<file path="config.mk">
export PLATFORM = sky130hd
export DESIGN_NAME = power_recovery_start_mode
export DESIGN_NICKNAME = d
export VERILOG_FILES = /design/src/inc/recovery_pkg.sv /design/src/core/power_recovery_start_mode.sv /design/src/core/retain_store.sv
export SDC_FILE = /design/constraint.sdc
export NUM_CORES = 1
export LEC_CHECK = 0
export BUFFER_PORTS_ARGS = -buffer_cell sky130_fd_sc_hd__buf_2
export CAP_MARGIN = 15
export CORE_MARGIN = 3
export CORE_UTILIZATION = 56
export CTS_CLUSTER_SIZE = 28
export DETAILED_ROUTE_END_ITERATION = 12
export GPL_TIMING_DRIVEN = 0
export HOLD_SLACK_MARGIN = 0.15
export PLACE_DENSITY = 0.81
export SLEW_MARGIN = 20
export SYNTH_ARGS = -nofsm -noshare
export SYNTH_HDL_FRONTEND = slang
export SYNTH_SLANG_ARGS = --single-unit
</file>
<file path="constraint.sdc">
create_clock -name core_clk_i -period 5.65 [get_ports core_clk_i]
set_input_delay 1.13 -clock core_clk_i [delete_from_list [all_inputs] [get_ports core_clk_i]]
set_output_delay 1.13 -clock core_clk_i [all_outputs]
set_load 0.005 [all_outputs]
</file>
<file path="src/inc/recovery_pkg.sv">
// Package holding the constants and types of the power-recovery start-mode block.
package recovery_pkg;

	// ----------------------------------------------------------------
	// Data widths and timing
	// ----------------------------------------------------------------
	typedef logic [15:0] word_t;
	typedef logic [7:0] addr_t;
	localparam int CLK_HZ = 100_000_000;
	localparam int OUTAGE_MS = 20;
	localparam int OUTAGE_CYCLES = (CLK_HZ / 1000) * OUTAGE_MS;

	// ----------------------------------------------------------------
	// Start-mode codes and valve-at-stop codes
	// ----------------------------------------------------------------
	localparam logic [1:0] START_HOT1 = 2'h0;
	localparam logic [1:0] START_HOT2 = 2'h1;
	localparam logic [1:0] START_COLD = 2'h2;
	localparam logic [1:0] START_STOP = 2'h3;
	localparam logic [1:0] VALVE_HOLD = 2'h0;
	localparam logic [1:0] VALVE_OPEN = 2'h1;
	localparam logic [1:0] VALVE_CLOSE = 2'h2;

	// ----------------------------------------------------------------
	// Register offsets
	// ----------------------------------------------------------------
	localparam addr_t REG_CONTROL = 8'h00;
	localparam addr_t REG_BAND = 8'h04;
	localparam addr_t REG_LOW_LIMIT = 8'h08;
	localparam addr_t REG_STOP_MV = 8'h0c;
	localparam addr_t REG_MANUAL_MV = 8'h10;
	localparam addr_t REG_STATUS = 8'h14;
	localparam addr_t REG_OUTPUT = 8'h18;

	// ----------------------------------------------------------------
	// Field positions
	// ----------------------------------------------------------------
	localparam int CTL_MODE_LSB = 0;
	localparam int CTL_RUN = 2;
	localparam int CTL_AUTO = 3;
	localparam int CTL_ATUNE = 4;
	localparam int CTL_NOFBR = 5;
	localparam int CTL_VALVE_LSB = 6;
	localparam int STS_RECOVERED = 6;

	// ----------------------------------------------------------------
	// Reset values and retention word layout
	// ----------------------------------------------------------------
	localparam logic [1:0] MODE_RST = START_HOT1;
	localparam word_t BAND_RST = 16'h0000;
	localparam word_t LOW_RST = 16'h0000;
	localparam word_t STOP_RST = 16'h0000;
	localparam word_t MANUAL_RST = 16'h0000;
	localparam logic MEM_OUT = 1'b0;
	localparam logic MEM_FLAGS = 1'b1;

endpackage : recovery_pkg

</file>
<file path="src/core/power_recovery_start_mode.sv">
// Power-recovery start-mode sequencer with register port and retention store.
//
// Chosen here: strobed register access and the placing of the registers.
module power_recovery_start_mode
#(
	parameter int OUTAGE_LIMIT = recovery_pkg::OUTAGE_CYCLES
)
(
	input wire logic core_clk_i,
	input wire logic reset_n_i,
	input wire logic supply_ok_i,
	input wire recovery_pkg::word_t pv_i,
	input wire recovery_pkg::word_t sv_i,
	input wire recovery_pkg::word_t ctrl_result_i,
	input wire logic ctrl_valid_i,
	input wire logic motor_open_req_i,
	input wire logic motor_close_req_i,
	input wire recovery_pkg::addr_t reg_addr_i,
	input wire recovery_pkg::word_t reg_wdata_i,
	input wire logic reg_wr_i,
	input wire logic reg_rd_i,
	output recovery_pkg::word_t reg_rdata_o,
	output recovery_pkg::word_t primary_manipulated_output_o,
	output logic motor_open_o,
	output logic motor_close_o,
	output logic run_o,
	output logic auto_o,
	output logic recovering_o
);
	import recovery_pkg::*;

	typedef enum logic [2:0] {S_RUN, S_SHORT, S_LONG, S_FETCH, S_APPLY} state_e;

	// ----------------------------------------------------------------
	// Helpers
	// ----------------------------------------------------------------
	function automatic logic in_band(input word_t pv, input word_t sv, input word_t band);
		word_t diff;
		diff = (pv >= sv) ? (pv - sv) : (sv - pv);
		return diff <= band;
	endfunction : in_band

	function automatic logic [1:0] valve_drive(input logic [1:0] code);
		return {code == VALVE_OPEN, code == VALVE_CLOSE};
	endfunction : valve_drive

	// ----------------------------------------------------------------
	// Declarations
	// ----------------------------------------------------------------
	state_e state_q, state_d;
	logic sup_meta_q, sup_s_q;
	logic [31:0] cnt_q;
	logic [1:0] mode_q, valve_q, motor_q, motor_d;
	logic run_q, auto_q, atune_q, nofbr_q, hold_prev_q, inhibit_q, recovered_q, mem_sel_q;
	logic [1:0] last_mode_q;
	word_t band_q, low_q, stop_q, manual_q, out_q, out_d, prev_out_q, rdata_q, mem_rdata;
	logic wr_ctrl, wr_band, wr_low, wr_stop, wr_man, wr_sts, apply, band_hit, prev_auto, prev_run;
	logic [1:0] eff_mode;
	word_t rd_mux, apply_out;

	// ----------------------------------------------------------------
	// Supply pin synchroniser and outage timer
	// ----------------------------------------------------------------
	always_ff @(posedge core_clk_i or negedge reset_n_i)
	begin
		if (!reset_n_i)
		begin
			sup_meta_q <= 1'b1;
			sup_s_q <= 1'b1;
		end
		else
		begin
			sup_meta_q <= supply_ok_i;
			sup_s_q <= sup_meta_q;
		end
	end

	// The timer only runs while the supply is missing, so it times the outage itself.
	always_ff @(posedge core_clk_i or negedge reset_n_i)
	begin
		if (!reset_n_i)
			cnt_q <= 32'h0000_0000;
		else if (state_q == S_SHORT)
			cnt_q <= cnt_q + 32'h0000_0001;
		else
			cnt_q <= 32'h0000_0000;
	end

	// ----------------------------------------------------------------
	// Sequencer
	// ----------------------------------------------------------------
	// A dip that ends before the limit returns straight to running with nothing changed.
	always_comb
	begin
		state_d = state_q;
		case (state_q)
			S_RUN: if (!sup_s_q) state_d = S_SHORT;
			S_SHORT:
			begin
				if (sup_s_q)
					state_d = S_RUN;
				else if (cnt_q == 32'(OUTAGE_LIMIT - 1))
					state_d = S_LONG;
			end
			S_LONG: if (sup_s_q) state_d = S_FETCH;
			S_FETCH: state_d = S_APPLY;
			S_APPLY: state_d = S_RUN;
			default: state_d = S_RUN;
		endcase
	end

	always_ff @(posedge core_clk_i or negedge reset_n_i)
	begin
		if (!reset_n_i)
			state_q <= S_RUN;
		else
			state_q <= state_d;
	end

	// ----------------------------------------------------------------
	// Start-mode selection
	// ----------------------------------------------------------------
	// The band check outranks the autotune promotion: a process already at set value starts hot.
	assign apply = (state_q == S_APPLY);
	assign prev_auto = mem_rdata[0];
	assign prev_run = mem_rdata[1];
	assign band_hit = (band_q != 16'h0000) && in_band(pv_i, sv_i, band_q);
	assign eff_mode = band_hit ? START_HOT1 :
		((mode_q == START_HOT1) && atune_q) ? START_HOT2 : mode_q;
	assign apply_out = (eff_mode == START_HOT1) ? prev_out_q :
		(eff_mode == START_STOP) ? stop_q :
		((eff_mode == START_HOT2) && prev_auto) ? ctrl_result_i : low_q;

	// ----------------------------------------------------------------
	// Register write decode
	// ----------------------------------------------------------------
	assign wr_ctrl = reg_wr_i && (reg_addr_i == REG_CONTROL);
	assign wr_band = reg_wr_i && (reg_addr_i == REG_BAND);
	assign wr_low = reg_wr_i && (reg_addr_i == REG_LOW_LIMIT);
	assign wr_stop = reg_wr_i && (reg_addr_i == REG_STOP_MV);
	assign wr_man = reg_wr_i && (reg_addr_i == REG_MANUAL_MV);
	assign wr_sts = reg_wr_i && (reg_addr_i == REG_STATUS);

	// Configuration registers.
	always_ff @(posedge core_clk_i or negedge reset_n_i)
	begin
		if (!reset_n_i)
		begin
			mode_q <= MODE_RST;
			atune_q <= 1'b0;
			nofbr_q <= 1'b0;
			valve_q <= VALVE_HOLD;
			band_q <= BAND_RST;
			low_q <= LOW_RST;
			stop_q <= STOP_RST;
		end
		else
		begin
			if (wr_ctrl)
			begin
				mode_q <= reg_wdata_i[CTL_MODE_LSB +: 2];
				atune_q <= reg_wdata_i[CTL_ATUNE];
				nofbr_q <= reg_wdata_i[CTL_NOFBR];
				valve_q <= reg_wdata_i[CTL_VALVE_LSB +: 2];
			end
			if (wr_band)
				band_q <= reg_wdata_i;
			if (wr_low)
				low_q <= reg_wdata_i;
			if (wr_stop)
				stop_q <= reg_wdata_i;
		end
	end

	// Run and auto state; recovery takes precedence over a software write in the same cycle.
	// Stopping never touches the auto bit, so a later run resumes the pre-outage mode.
	always_ff @(posedge core_clk_i or negedge reset_n_i)
	begin
		if (!reset_n_i)
		begin
			run_q <= 1'b1;
			auto_q <= 1'b1;
			manual_q <= MANUAL_RST;
			hold_prev_q <= 1'b0;
			inhibit_q <= 1'b0;
			last_mode_q <= START_HOT1;
		end
		else if (apply)
		begin
			run_q <= (eff_mode == START_STOP) ? 1'b0 : prev_run;
			auto_q <= (eff_mode == START_COLD) ? 1'b0 : prev_auto;
			manual_q <= (eff_mode == START_HOT1) ? prev_out_q : low_q;
			hold_prev_q <= (eff_mode == START_HOT1);
			inhibit_q <= nofbr_q && ((eff_mode == START_COLD) || ((eff_mode == START_HOT2) && !prev_auto));
			last_mode_q <= eff_mode;
		end
		else
		begin
			if (wr_ctrl)
			begin
				run_q <= reg_wdata_i[CTL_RUN];
				auto_q <= reg_wdata_i[CTL_AUTO];
			end
			if (wr_man)
				manual_q <= reg_wdata_i;
			if (ctrl_valid_i)
				hold_prev_q <= 1'b0;
			if (wr_man || wr_ctrl)
				inhibit_q <= 1'b0;
		end
	end

	// Recovered flag: the apply event wins over a write-one clear in the same cycle.
	always_ff @(posedge core_clk_i or negedge reset_n_i)
	begin
		if (!reset_n_i)
			recovered_q <= 1'b0;
		else if (apply)
			recovered_q <= 1'b1;
		else if (wr_sts && reg_wdata_i[STS_RECOVERED])
			recovered_q <= 1'b0;
	end

	// ----------------------------------------------------------------
	// Output and motor drive
	// ----------------------------------------------------------------
	// In a short dip everything is frozen; during a long outage the outputs drop to zero.
	always_comb
	begin
		out_d = 16'h0000;
		motor_d = 2'b00;
		case (state_q)
			S_SHORT:
			begin
				out_d = out_q;
				motor_d = motor_q;
			end
			S_APPLY: out_d = apply_out;
			S_RUN:
			begin
				if (!run_q)
					out_d = stop_q;
				else if (!auto_q)
					out_d = manual_q;
				else
					out_d = hold_prev_q ? out_q : ctrl_result_i;
				if (nofbr_q && !run_q)
					motor_d = valve_drive(valve_q);
				else if (run_q && !inhibit_q)
					motor_d = {motor_open_req_i, motor_close_req_i};
			end
			default:
			begin
				out_d = 16'h0000;
				motor_d = 2'b00;
			end
		endcase
	end

	always_ff @(posedge core_clk_i or negedge reset_n_i)
	begin
		if (!reset_n_i)
		begin
			out_q <= 16'h0000;
			motor_q <= 2'b00;
			prev_out_q <= 16'h0000;
		end
		else
		begin
			out_q <= out_d;
			motor_q <= motor_d;
			if (state_q == S_FETCH)
				prev_out_q <= mem_rdata;
		end
	end

	// ----------------------------------------------------------------
	// Retention store
	// ----------------------------------------------------------------
	// Words are refreshed alternately while running; nothing is written once the supply dips.
	always_ff @(posedge core_clk_i or negedge reset_n_i)
	begin
		if (!reset_n_i)
			mem_sel_q <= MEM_OUT;
		else
			mem_sel_q <= ~mem_sel_q;
	end

	retain_store u_store
	(
		.core_clk_i(core_clk_i),
		.reset_n_i(reset_n_i),
		.we_i(state_q == S_RUN),
		.waddr_i(mem_sel_q),
		.wdata_i(mem_sel_q ? {14'h0000, run_q, auto_q} : out_q),
		.raddr_i(state_q == S_FETCH ? MEM_FLAGS : MEM_OUT),
		.rdata_o(mem_rdata)
	);

	// ----------------------------------------------------------------
	// Register read port
	// ----------------------------------------------------------------
	assign rd_mux = (reg_addr_i == REG_CONTROL) ?
		{8'h00, valve_q, nofbr_q, atune_q, auto_q, run_q, mode_q} :
		(reg_addr_i == REG_BAND) ? band_q :
		(reg_addr_i == REG_LOW_LIMIT) ? low_q :
		(reg_addr_i == REG_STOP_MV) ? stop_q :
		(reg_addr_i == REG_MANUAL_MV) ? manual_q :
		(reg_addr_i == REG_STATUS) ? {9'h000, recovered_q, last_mode_q, inhibit_q, state_q != S_RUN, auto_q, run_q} :
		(reg_addr_i == REG_OUTPUT) ? out_q : 16'h0000;

	always_ff @(posedge core_clk_i or negedge reset_n_i)
	begin
		if (!reset_n_i)
			rdata_q <= 16'h0000;
		else
			rdata_q <= reg_rd_i ? rd_mux : 16'h0000;
	end

	assign reg_rdata_o = rdata_q;
	assign primary_manipulated_output_o = out_q;
	assign motor_open_o = motor_q[1];
	assign motor_close_o = motor_q[0];
	assign run_o = run_q;
	assign auto_o = auto_q;
	assign recovering_o = (state_q != S_RUN);

	// ----------------------------------------------------------------
	// Assertions
	// ----------------------------------------------------------------
	short_dip_a: assert property (@(posedge core_clk_i) disable iff (!reset_n_i)
		(state_q == S_SHORT && sup_s_q) |=> (state_q == S_RUN) && $stable(out_q))
		else $error("Short dip did not resume unchanged.");
	long_outage_a: assert property (@(posedge core_clk_i) disable iff (!reset_n_i)
		(state_q == S_SHORT && !sup_s_q && cnt_q == 32'(OUTAGE_LIMIT - 1)) |=> state_q == S_LONG)
		else $error("Long outage not detected at the limit.");
	hot_one_a: assert property (@(posedge core_clk_i) disable iff (!reset_n_i)
		(apply && eff_mode == START_HOT1) |=> out_q == $past(prev_out_q) && auto_q == $past(mem_rdata[0]))
		else $error("Hot start one did not restore output and mode.");
	hot_two_a: assert property (@(posedge core_clk_i) disable iff (!reset_n_i)
		(apply && eff_mode == START_HOT2 && !mem_rdata[0]) |=> out_q == $past(low_q) && !auto_q)
		else $error("Hot start two manual not at low limit.");
	cold_start_a: assert property (@(posedge core_clk_i) disable iff (!reset_n_i)
		(apply && eff_mode == START_COLD && nofbr_q) |=> !auto_q && out_q == $past(low_q) ##1 motor_q == 2'b00)
		else $error("Cold start not manual at low limit without motor drive.");
	stop_start_a: assert property (@(posedge core_clk_i) disable iff (!reset_n_i)
		(apply && eff_mode == START_STOP) |=> !run_q && out_q == $past(stop_q) && auto_q == $past(mem_rdata[0]))
		else $error("Stopped start did not come up stopped.");
	stop_valve_a: assert property (@(posedge core_clk_i) disable iff (!reset_n_i)
		(state_q == S_RUN && !run_q && nofbr_q) |=> motor_q == valve_drive($past(valve_q)))
		else $error("Motor drive at stop ignores valve setting.");
	atune_promote_a: assert property (@(posedge core_clk_i) disable iff (!reset_n_i)
		(apply && !band_hit && mode_q == START_HOT1 && atune_q) |=> hold_prev_q == 1'b0 && last_mode_q == START_HOT2)
		else $error("Autotune did not force hot start two.");
	band_hot_a: assert property (@(posedge core_clk_i) disable iff (!reset_n_i)
		(apply && band_q != 16'h0000 && in_band(pv_i, sv_i, band_q)) |=> last_mode_q == START_HOT1 && hold_prev_q)
		else $error("Band hit did not force hot start one.");
	retain_flags_a: assert property (@(posedge core_clk_i) disable iff (!reset_n_i)
		(state_q == S_RUN && mem_sel_q == MEM_FLAGS) |=> u_store.mem_q[1] == {14'h0000, $past(run_q), $past(auto_q)})
		else $error("Retention store missed the run and mode flags.");

endmodule : power_recovery_start_mode

</file>
<file path="src/core/retain_store.sv">
// Two-word retention store for the pre-interruption output and mode flags.
module retain_store
(
	input wire logic core_clk_i,
	input wire logic reset_n_i,
	input wire logic we_i,
	input wire logic waddr_i,
	input wire recovery_pkg::word_t wdata_i,
	input wire logic raddr_i,
	output recovery_pkg::word_t rdata_o
);
	import recovery_pkg::*;

	word_t mem_q [2];
	word_t rdata_q;

	// Each word is only written while the supply is good, so it keeps its contents across an outage.
	for (genvar i = 0; i < 2; i++)
	begin : g_word
		always_ff @(posedge core_clk_i or negedge reset_n_i)
		begin
			if (!reset_n_i)
				mem_q[i] <= 16'h0000;
			else if (we_i && (waddr_i == 1'(i)))
				mem_q[i] <= wdata_i;
		end
	end

	// Registered read port.
	always_ff @(posedge core_clk_i or negedge reset_n_i)
	begin
		if (!reset_n_i)
			rdata_q <= 16'h0000;
		else
			rdata_q <= mem_q[raddr_i];
	end

	assign rdata_o = rdata_q;

endmodule : retain_store

</file>
Word-level counts from Yosys, hierarchy flattened
Index checks and enable logic that the tools add are counted.
{"block": "totals", "in_bits": 80, "register_bits": 213}
{"block": "classes", "n_eq_ne": 20, "bitwise": 3, "order_cmp": 3, "n_mux": 47, "n_addsub": 3, "n_reduce_logical": 34}
{"operator": "$mux W16", "n": 22}
{"operator": "$pmux W16 S3", "n": 1}
{"operator": "$add A32 B1 Y32 const B", "n": 1}
{"operator": "$eq A32 B21 Y1 const B", "n": 1}
{"operator": "$mux W32", "n": 1}
{"operator": "$sub A16 B16 Y16", "n": 2}
{"operator": "$eq A8 B5 Y1 const B", "n": 3}
{"operator": "$eq A8 B4 Y1 const B", "n": 2}
{"operator": "$ge A16 B16 Y1", "n": 1}
{"operator": "$le A16 B16 Y1", "n": 1}
{"operator": "$logic_and A1 B1 Y1", "n": 16}
{"operator": "$reduce_bool A16 Y1", "n": 1}
{"operator": "$mux W1", "n": 13}
{"operator": "$mux W3", "n": 4}
{"operator": "$pmux W3 S4", "n": 1}
{"operator": "$reduce_bool A2 Y1", "n": 5}
{"operator": "$eq A8 B3 Y1 const B", "n": 1}
{"operator": "$logic_not A8 Y1", "n": 1}
{"operator": "$mux W2", "n": 4}
{"operator": "$eq A2 B2 Y1 const B", "n": 3}
{"operator": "$eq A3 B2 Y1 const B", "n": 2}
{"operator": "$eq A2 B1 Y1 const B", "n": 2}
{"operator": "$logic_not A2 Y1", "n": 2}
{"operator": "$ne A2 B2 Y1 const B", "n": 2}
{"operator": "14 further kinds", "n": 18}

Logic depth before layout (Yosys ltp)
Gate-level depths: netlist of the first run.
{"block": "logic_depth", "word_depth": 11, "mapped_depth": 21}

By module
Synthesis of the first run repeated with hierarchy kept, for this count alone.
{"block": "unflattened", "cells_unflattened": 1338, "area_unflattened_um2": 12756.0}
{"module": "power_recovery_start_mode", "instances": 1, "cells_each": 1235, "area_per_inst_um2": 10915.5, "seq_area_each_um2": 4134.0}
{"module": "retain_store", "instances": 1, "cells_each": 103, "area_per_inst_um2": 1840.5, "seq_area_each_um2": 1201.2}

Worst setup path after synthesis of the first run
Ideal clock, no wire load.
{"block": "synth_timing", "kind": "input -> register", "startpoint": "input port pv_i[4]", "endpoint": "register out_q[10] (netlist: primary_manipulated_output_o[10])", "slack_ns": 0.418, "arrival_ns": 5.090, "path_stages": 20, "path_buffers": 4, "cell_sequence": "inv_1 -> ha_1 -> buf_2 -> and3_1 -> a22oi_1 -> a211o_1 -> a211oi_4 -> buf_4 -> mux2i_1 -> xnor2_1 -> ha_1 -> nand4_1 -> or2_2 -> a211oi_2 -> nor3_1 -> a211o_1 -> buf_2 -> buf_2 -> mux2i_1 -> o2111ai_1"}
{"block": "synth_via", "elab_chain_len": 11, "elab_cells_between_ends": 15}
{"item": "start: declaration", "line": "power_recovery_start_mode.sv:12", "rtl": "input wire recovery_pkg::word_t pv_i,"}
{"item": "$sub A16 B16 Y16 / $ge A16 B16 Y1 (equally long branches)", "line": "power_recovery_start_mode.sv:39", "rtl": "diff = (pv >= sv) ? (pv - sv) : (sv - pv);"}
{"item": "$mux W16 (*)", "line": "power_recovery_start_mode.sv:39"}
{"item": "$le A16 B16 Y1 (*)", "line": "power_recovery_start_mode.sv:40", "rtl": "return diff <= band;"}
{"item": "$logic_and A1 B1 Y1 (*)", "line": "power_recovery_start_mode.sv:127", "rtl": "assign band_hit = (band_q != 16'h0000) && in_band(pv_i, sv_i, band_q);"}
{"item": "$mux W2 (*)", "line": "power_recovery_start_mode.sv:128", "rtl": "assign eff_mode = band_hit ? START_HOT1 :"}
{"item": "$eq A2 B1 Y1", "line": "power_recovery_start_mode.sv:132", "rtl": "((eff_mode == START_HOT2) && prev_auto) ? ctrl_result_i : low_q;"}
{"item": "$logic_and A1 B1 Y1", "line": "power_recovery_start_mode.sv:132"}
{"item": "$mux W16", "line": "power_recovery_start_mode.sv:132"}
{"item": "$mux W16", "line": "power_recovery_start_mode.sv:131", "rtl": "(eff_mode == START_STOP) ? stop_q :"}
{"item": "$mux W16 (*)", "line": "power_recovery_start_mode.sv:130", "rtl": "assign apply_out = (eff_mode == START_HOT1) ? prev_out_q :"}
{"item": "$pmux W16 S3 (*)", "line": "power_recovery_start_mode.sv:232", "rtl": "case (state_q)"}
{"item": "end signal: assignment", "line": "power_recovery_start_mode.sv:270", "rtl": "out_q <= out_d;"}
{"item": "end: declaration", "line": "power_recovery_start_mode.sv:56", "rtl": "word_t band_q, low_q, stop_q, manual_q, out_q, out_d, prev_out_q, rdata_q, mem_rdata;"}
Every way passes the cells marked *; elsewhere a longest branch is shown, timed or not.
A chain may end at the register's enable or synchronous reset.

Final worst setup path of the first run
{"block": "layout_timing", "startpoint": "input port pv_i[4]", "endpoint": "register manual_q[15]"}
{"block": "layout_via", "elab_chain_len": 8, "elab_cells_between_ends": 10}
{"item": "$sub A16 B16 Y16 / $ge A16 B16 Y1 (equally long branches)", "line": "power_recovery_start_mode.sv:39"}
{"item": "$mux W16 (*)", "line": "power_recovery_start_mode.sv:39"}
{"item": "$le A16 B16 Y1 (*)", "line": "power_recovery_start_mode.sv:40"}
{"item": "$logic_and A1 B1 Y1 (*)", "line": "power_recovery_start_mode.sv:127"}
{"item": "$mux W2 (*)", "line": "power_recovery_start_mode.sv:128"}
{"item": "$logic_not A2 Y1 (*)", "line": "power_recovery_start_mode.sv:192", "rtl": "manual_q <= (eff_mode == START_HOT1) ? prev_out_q : low_q;"}
{"item": "$mux W16 (*)", "line": "power_recovery_start_mode.sv:192"}
{"item": "$mux W16 (*)", "line": "power_recovery_start_mode.sv:188", "rtl": "else if (apply)"}
{"item": "end signal: assignment", "line": "power_recovery_start_mode.sv:192"}
{"item": "end signal: assignment", "line": "power_recovery_start_mode.sv:205", "rtl": "manual_q <= reg_wdata_i;"}
{"item": "end: declaration", "line": "power_recovery_start_mode.sv:56"}
Marks and branches as above.

==> flow_metrics.env, run 1 <==
export IMPL_cts_hold_fix_buffers=0
export IMPL_tightest_slew_ps=969.4
export IMPL_worstPathCellList="buf_2 > inv_1 > ha_1 > buf_2 > and3_1 > a22oi_1 > a211o_1 > a211oi_4 > buf_4 > mux2_2 > xnor2_1 > ha_1 > nand4_1 > or2_2 > a211oi_2 > o31ai_2 > nor2_2 > buf_4 > clkbuf_1 > nand2_1 > o2111ai_1"
export IMPL_synth_edff_count=0
export IMPL_ys_warn_count=0
export IMPL_finalInstanceArea_um2=13660
export IMPL_h_tree_depth=1
export IMPL_crit_slowest_cell="clkbuf_1"
export IMPL_comb_power_share_pct=16.1
export IMPL_postSynthCellCount=1237
export IMPL_drtAntennaViolNets=0
export IMPL_synth_nets=1367
export IMPL_max_slew_margin_pct=35.37
export IMPL_p_sw_mw=1.001
export IMPL_place_inst=1623
export IMPL_layout_commonest_cell="nand2_1"
export IMPL_vias=10228
export IMPL_crit_type="in -> reg"
export IMPL_p_leak_nw=6.768
export IMPL_antenna_found_initial=3
export IMPL_crit_buf_inv=6
export IMPL_rrSetupSlack_ps=2610
export IMPL_clock_sinks=213
export IMPL_cts_tree="done"
export IMPL_finalCritPeriodShare_pct=95.76
export IMPL_grt_pass1_vias=10153
export IMPL_worstPathArrival_ps=5820
export IMPL_netlist_area_um2=11970
export IMPL_min_period_ps=5411
export IMPL_crit_path_max_incr_delay_ps=490
export IMPL_worst_ep_required_time_ps=6060
export IMPL_numPortBuffers=114
export IMPL_grt_max_degree=102
export IMPL_layout_cells_non_filler=1664
export IMPL_die_w_um=152.2
export IMPL_io_pins=117
export IMPL_cts_made_buffers=22
export IMPL_hold_viol_final=0
export IMPL_drtIter0Drc=878
export IMPL_rsz0062_at_grt="false"
export IMPL_viasPerCell=6.147
export IMPL_drt_first_pass_iters=8
export IMPL_powerDensity_nw_per_um2=267.4
export IMPL_min_path_type="reg -> reg"
export IMPL_synth_flop_cell="dfrtp_1"
export IMPL_nNetsFinal=1507
export IMPL_crit_path_end_kind="flip-flop"
export IMPL_die_h_um=152.2
export IMPL_gr_total_overflow=0
export IMPL_gp_congestion=0.9569
export IMPL_grt_pass1_wl_um=53020
export IMPL_synth_top_area_cell="dfrtp_1"
export IMPL_totalWireLength_um=32580
export IMPL_ys_types=69
export IMPL_total_power_mw=3.654
export IMPL_initial_core_util_pct=58.04
export IMPL_ys_ff_latch=213
export IMPL_synthArstFlopShare_pct=100.0
export IMPL_rows=52
export IMPL_p_clk_share_pct=38.3
export IMPL_core_area_um2=20620
export IMPL_dieArea_um2=23170
export IMPL_drc_errors=0
export IMPL_dpl_hpwl_um=23860
export IMPL_cp_start_kind="input pin"
export IMPL_cp_top_family="compound AO/OA/AOI/OAI gates"
export IMPL_max_freq_ghz=0.1848
export IMPL_grtUsageTotal_pct=27.54
export IMPL_setup_viol=0
export IMPL_area_growth_synth_to_final_pct=14.15
export IMPL_cts_root_buf="clkbuf_16"
export IMPL_maxCapViolations=0
export IMPL_switching_share_pct=27.38
export IMPL_drive_gt1_share_pct=19.54
export IMPL_skew_ps=12.76
export IMPL_peakVddDrop_v=0.0002786
export IMPL_clk_pin_slew_ps=60
export IMPL_drv_slew=0
export IMPL_yosys_top_cells_area="dfrtp_1 44%, nand2_1 6.9%, mux2_2 6.1%, mux2i_1 5.4%, ha_1 5.0%"
export IMPL_yosysTopAreaCellShare_pct=43.69
export IMPL_wl_per_cell_um=19.58
export IMPL_synth_area_per_cell_um2=9.677
export IMPL_cp_max_fo=10
export IMPL_clk_path_buf_depth=3
export IMPL_worstSkewPairLatency_ps=510
export IMPL_final_cell_mix="221 x nand2_1, 209 x dfrtp_1, 128 x buf_2, 84 x nor2_1, 67 x a21oi_1"
export IMPL_yosysSeqAreaShare_pct=44.57
export IMPL_outcome="complete, no violations"
export IMPL_share_seq_of_total_power_pct=45.7
export IMPL_place_area_um2=12940
export IMPL_p_int_mw=2.653
state kept, by name (all words and copies together), names as in the netlist, 16 cells and up:
name	flops
u_store.mem_q	32
low_q	16
manual_q	16
reg_rdata_o	16
primary_manipulated_output_o	16
stop_q	16
prev_out_q	16
cnt_q	32
band_q	16
u_store.rdata_o	16
timing repair:
action	4_1_cts	5_1_grt
endpoints found under the setup margin	19	20
pin swaps	2	2
hold endpoints to repair	0	0
resized for setup	1	9
buffers inserted	3	0
layer usage:
metal	vias to the layer above	global-route usage, %	routed length (um)
met5	-	0	13
met4	2	7.877	923
met3	83	4.715	2871
met2	488	43.06	14890
met1	5031	39.93	13870
li1	4624	-	-
Yosys cell counts, drive strengths merged, types with 8 or more instances:
| master | instances |
|---|---|
| a221oi | 11 |
| nand2 | 225 |
| xnor2 | 18 |
| inv | 61 |
| nand3 | 24 |
| nor3 | 18 |
| buf | 26 |
| mux2i | 64 |
| mux2 | 76 |
| ha | 48 |
| xor2 | 23 |
| o21ai | 34 |
| o22ai | 10 |
| and3 | 8 |
| o2111ai | 32 |
| nand4 | 11 |
| or3 | 10 |
| nor2b | 26 |
| clkbuf | 29 |
| a22oi | 20 |
| o21a | 10 |
| nor2 | 88 |
| a21oi | 67 |
| dfrtp | 209 |
| a21o | 11 |
kinds of logic (layout without fill, tap and decap cells):
logic type | count (synthesis) | count (layout) | share of synthesized area (%)
buffers and inverters | 116 | 271 | 3.993
and+or+nand+nor | 447 | 447 | 17.26
adders and majority gates | 50 | 50 | 5.352
xor gates and xnor gates | 41 | 41 | 3.000
muxes | 140 | 140 | 12.81
DFF | 213 | 213 | 44.57
AOI/OAI and AO/OA | 230 | 230 | 13.01
other | 0 | 2 | 0
power by group through the flow:
| stage | Combinational, mW | Clock, mW | Sequential (mW) |
|---|---|---|---|
| floorplan | 0.380 | 0 | 1.67 |
| global placement | 0.547 | 0 | 1.69 |
| detailed placement | 0.568 | 0 | 1.69 |
| finish | 0.587 | 1.40 | 1.67 |
| global route | 0.653 | 1.47 | 1.68 |
| CTS | 0.579 | 1.40 | 1.67 |
stage by stage:
stage          hold slack, ps  setup TNS, ps  util (%)  setup slack [ps]
4_1_cts                 355.4              0     66.22             33.09
3_3_place_gp            349.3         -16930     62.44            -746.5
2_1_floorplan           345.2              0         -             417.7
5_1_grt                 359.3              0     66.25             47.58
3_5_place_dp            347.0         -17890     62.76            -856.8
6_report                354.7              0     66.25             239.4
path summary, 6_finish.rpt:
check                      startpoint  depth (start not counted)            to
min in group asynchronous   reset_n_i                          1      cnt_q[8]
hold / removal             sup_meta_q                          0       sup_s_q
max in group asynchronous   reset_n_i                          3        auto_o
setup reg to reg           band_q[15]                         11  manual_q[15]
setup / recovery              pv_i[4]                         21  manual_q[15]
hold reg to reg            sup_meta_q                          0       sup_s_q
layout make-up:
type,count,area (um^2)
sequential,213,5335
antenna,2,5.005
buffer,52,242.7
multi-input combinational,908,6172
tap,270,337.8
inverter,61,229.0
clock inverter,9,72.57
fill,1650,6960
clock buffer,30,611.8
timing repair buffer,119,658.1
No activity file was read; power rests on OpenSTA's default activity.
==> run 2, diff against run 1 <==
CORE_ASPECT_RATIO = 1.25   (was not set)
clock period = 6.9 ns   (was 5.65 ns; I/O delays follow)
==> flow_metrics.env, run 2 (synthesis results as in run 1) <==
export IMPL_antenna_found_initial=3
export IMPL_wl_per_cell_um=18.92
export IMPL_grt_pass1_wl_um=51420
export IMPL_gp_congestion=0.9216
export IMPL_min_path_type="reg -> reg"
export IMPL_initial_core_util_pct=57.30
export IMPL_die_h_um=169.5
export IMPL_numPortBuffers=114
export IMPL_crit_type="in -> reg"
export IMPL_finalCritPeriodShare_pct=89.44
export IMPL_cp_start_kind="input pin"
export IMPL_clock_sinks=213
export IMPL_cts_hold_fix_buffers=0
export IMPL_totalWireLength_um=31500
export IMPL_drtAntennaViolNets=0
export IMPL_drtIter0Drc=824
export IMPL_hold_viol_final=0
export IMPL_clk_path_buf_depth=3
export IMPL_cts_tree="done"
export IMPL_grtUsageTotal_pct=27.59
export IMPL_worst_ep_required_time_ps=7250
export IMPL_grt_pass1_vias=10117
export IMPL_area_growth_synth_to_final_pct=13.93
export IMPL_cts_resized=0
export IMPL_cts_root_buf="clkbuf_16"
export IMPL_gr_usage_met1_pct=32.94
export IMPL_p_leak_nw=6.751
export IMPL_powerDensity_nw_per_um2=219.0
export IMPL_dieArea_um2=23180
export IMPL_drive_gt1_share_pct=19.08
export IMPL_drc_errors=0
export IMPL_worstPathArrival_ps=6520
export IMPL_drv_slew=0
export IMPL_drt_first_pass_iters=5
export IMPL_vias=9823
export IMPL_rows=59
export IMPL_max_freq_ghz=0.1620
export IMPL_outcome="complete, no violations"
export IMPL_peakVddDrop_v=0.0002082
export IMPL_tns_ps=0
export IMPL_grt_max_degree=79
export IMPL_setup_viol=0
export IMPL_h_tree_depth=1
export IMPL_dpl_hpwl_um=24100
export IMPL_cts_made_buffers=21
export IMPL_skew_ps=11.21
export IMPL_crit_path_end_kind="flip-flop"
export IMPL_grtUsageMet2_pct=49.46
export IMPL_layout_commonest_cell="nand2_1"
export IMPL_viasPerCell=5.900
export IMPL_cp_max_fo=10
export IMPL_clk_pin_slew_ps=60
export IMPL_io_pins=117
export IMPL_min_period_ps=6171
export IMPL_busiest_layer="met2"
export IMPL_nNetsFinal=1506
export IMPL_tightest_slew_ps=858.1
export IMPL_total_power_mw=2.986
export IMPL_use_met3_pct=3.707
export IMPL_rsz0062_at_grt="false"
export IMPL_final_cell_mix="221 x nand2_1, 209 x dfrtp_1, 129 x buf_2, 85 x nor2_1, 67 x a21oi_1"
export IMPL_gr_total_overflow=0
export IMPL_max_slew_margin_pct=42.79
export IMPL_cts_setup_buffers=0
export IMPL_worstSkewPairLatency_ps=500
export IMPL_core_area_um2=20890
export IMPL_largest_registers="cnt_q x32, u_store.mem_q x32"
export IMPL_maxCapViolations=0
export IMPL_die_w_um=136.8
==> run 2: changes by cell type in the layout (fill, tap and decap cells not counted), moves of 2 or more <==
cell       change
clkbuf_8       +3
buf_4          -2
clkbuf_16      -2
clkbuf_2       -2
clkinv_2       -2
==> run 2: final cells by class <==
type                            count  area [um^2]
Clock buffer                       28        591.8
Multi-Input combinational cell    908         6157
Clock inverter                      8        92.59
Fill cell                        1647         7253
Sequential cell                   213         5335
Inverter                           61        229.0
Buffer                             55        249.0
Antenna cell                        2        5.005
Timing Repair Buffer              116        635.6
Tap cell                          274        342.8
==> run 2: worst paths after layout <==
check	slack, ps	from	endpoint	depth (start not counted)
worst max-delay path	730	pv_i[4]	primary_manipulated_output_o[15]	20
worst min-delay path	360	sup_meta_q	sup_s_q	0
worst max register to register	3660	band_q[15]	primary_manipulated_output_o[15]	10
worst min register to register	360	sup_meta_q	sup_s_q	0
max in group asynchronous	4940	reset_n_i	auto_o	3
min in group asynchronous	810	reset_n_i	u_store.mem_q[8]	1
==> run 2: per-stage QoR <==
stage	hold WS (ps)	std cells	cell area, um^2	setup slack (ps)	util (%)
global placement	346.6	1625	12880	326.4	61.67
finish	357.7	1665	13640	728.6	65.28
CTS	359.7	1663	13630	747.5	65.26
detailed placement	351.6	1627	12950	226.5	61.98
floorplan	345.2	1237	11970	1418	-
global route	362.4	1665	13640	314.6	65.28
==> run 2: critical path, stage by stage <==
cell and delay, ps:
buf_2 90, inv_1 40, ha_1 260, buf_2 190, and3_1 210, a22oi_1 110, a211o_1 370, a211oi_4 580
buf_4 310, mux2i_1 260, xnor2_1 110, ha_1 320, nand4_1 190, nor4_1 640, a21oi_1 150, o31ai_1 170
nor2_2 200, nand2_1 300, clkbuf_1 420, o2111ai_1 220
==> run 2: metal layers <==
metal / vias to the layer above / share of wire (%) / wire length [um]
met5: - / 0.022 / 7
met1: 4730 / 38 / 12110
met2: 376 / 51 / 16180
met4: 2 / 4.5 / 1412
met3: 100 / 5.7 / 1789
li1: 4615 / - / -
==> run 2: where the power goes <==
group | internal [mW] | total (mW) | switching (mW)
Sequential | 1.31 | 1.36 | 0.0564
Clock | 0.676 | 1.15 | 0.477
Combinational | 0.202 | 0.469 | 0.267
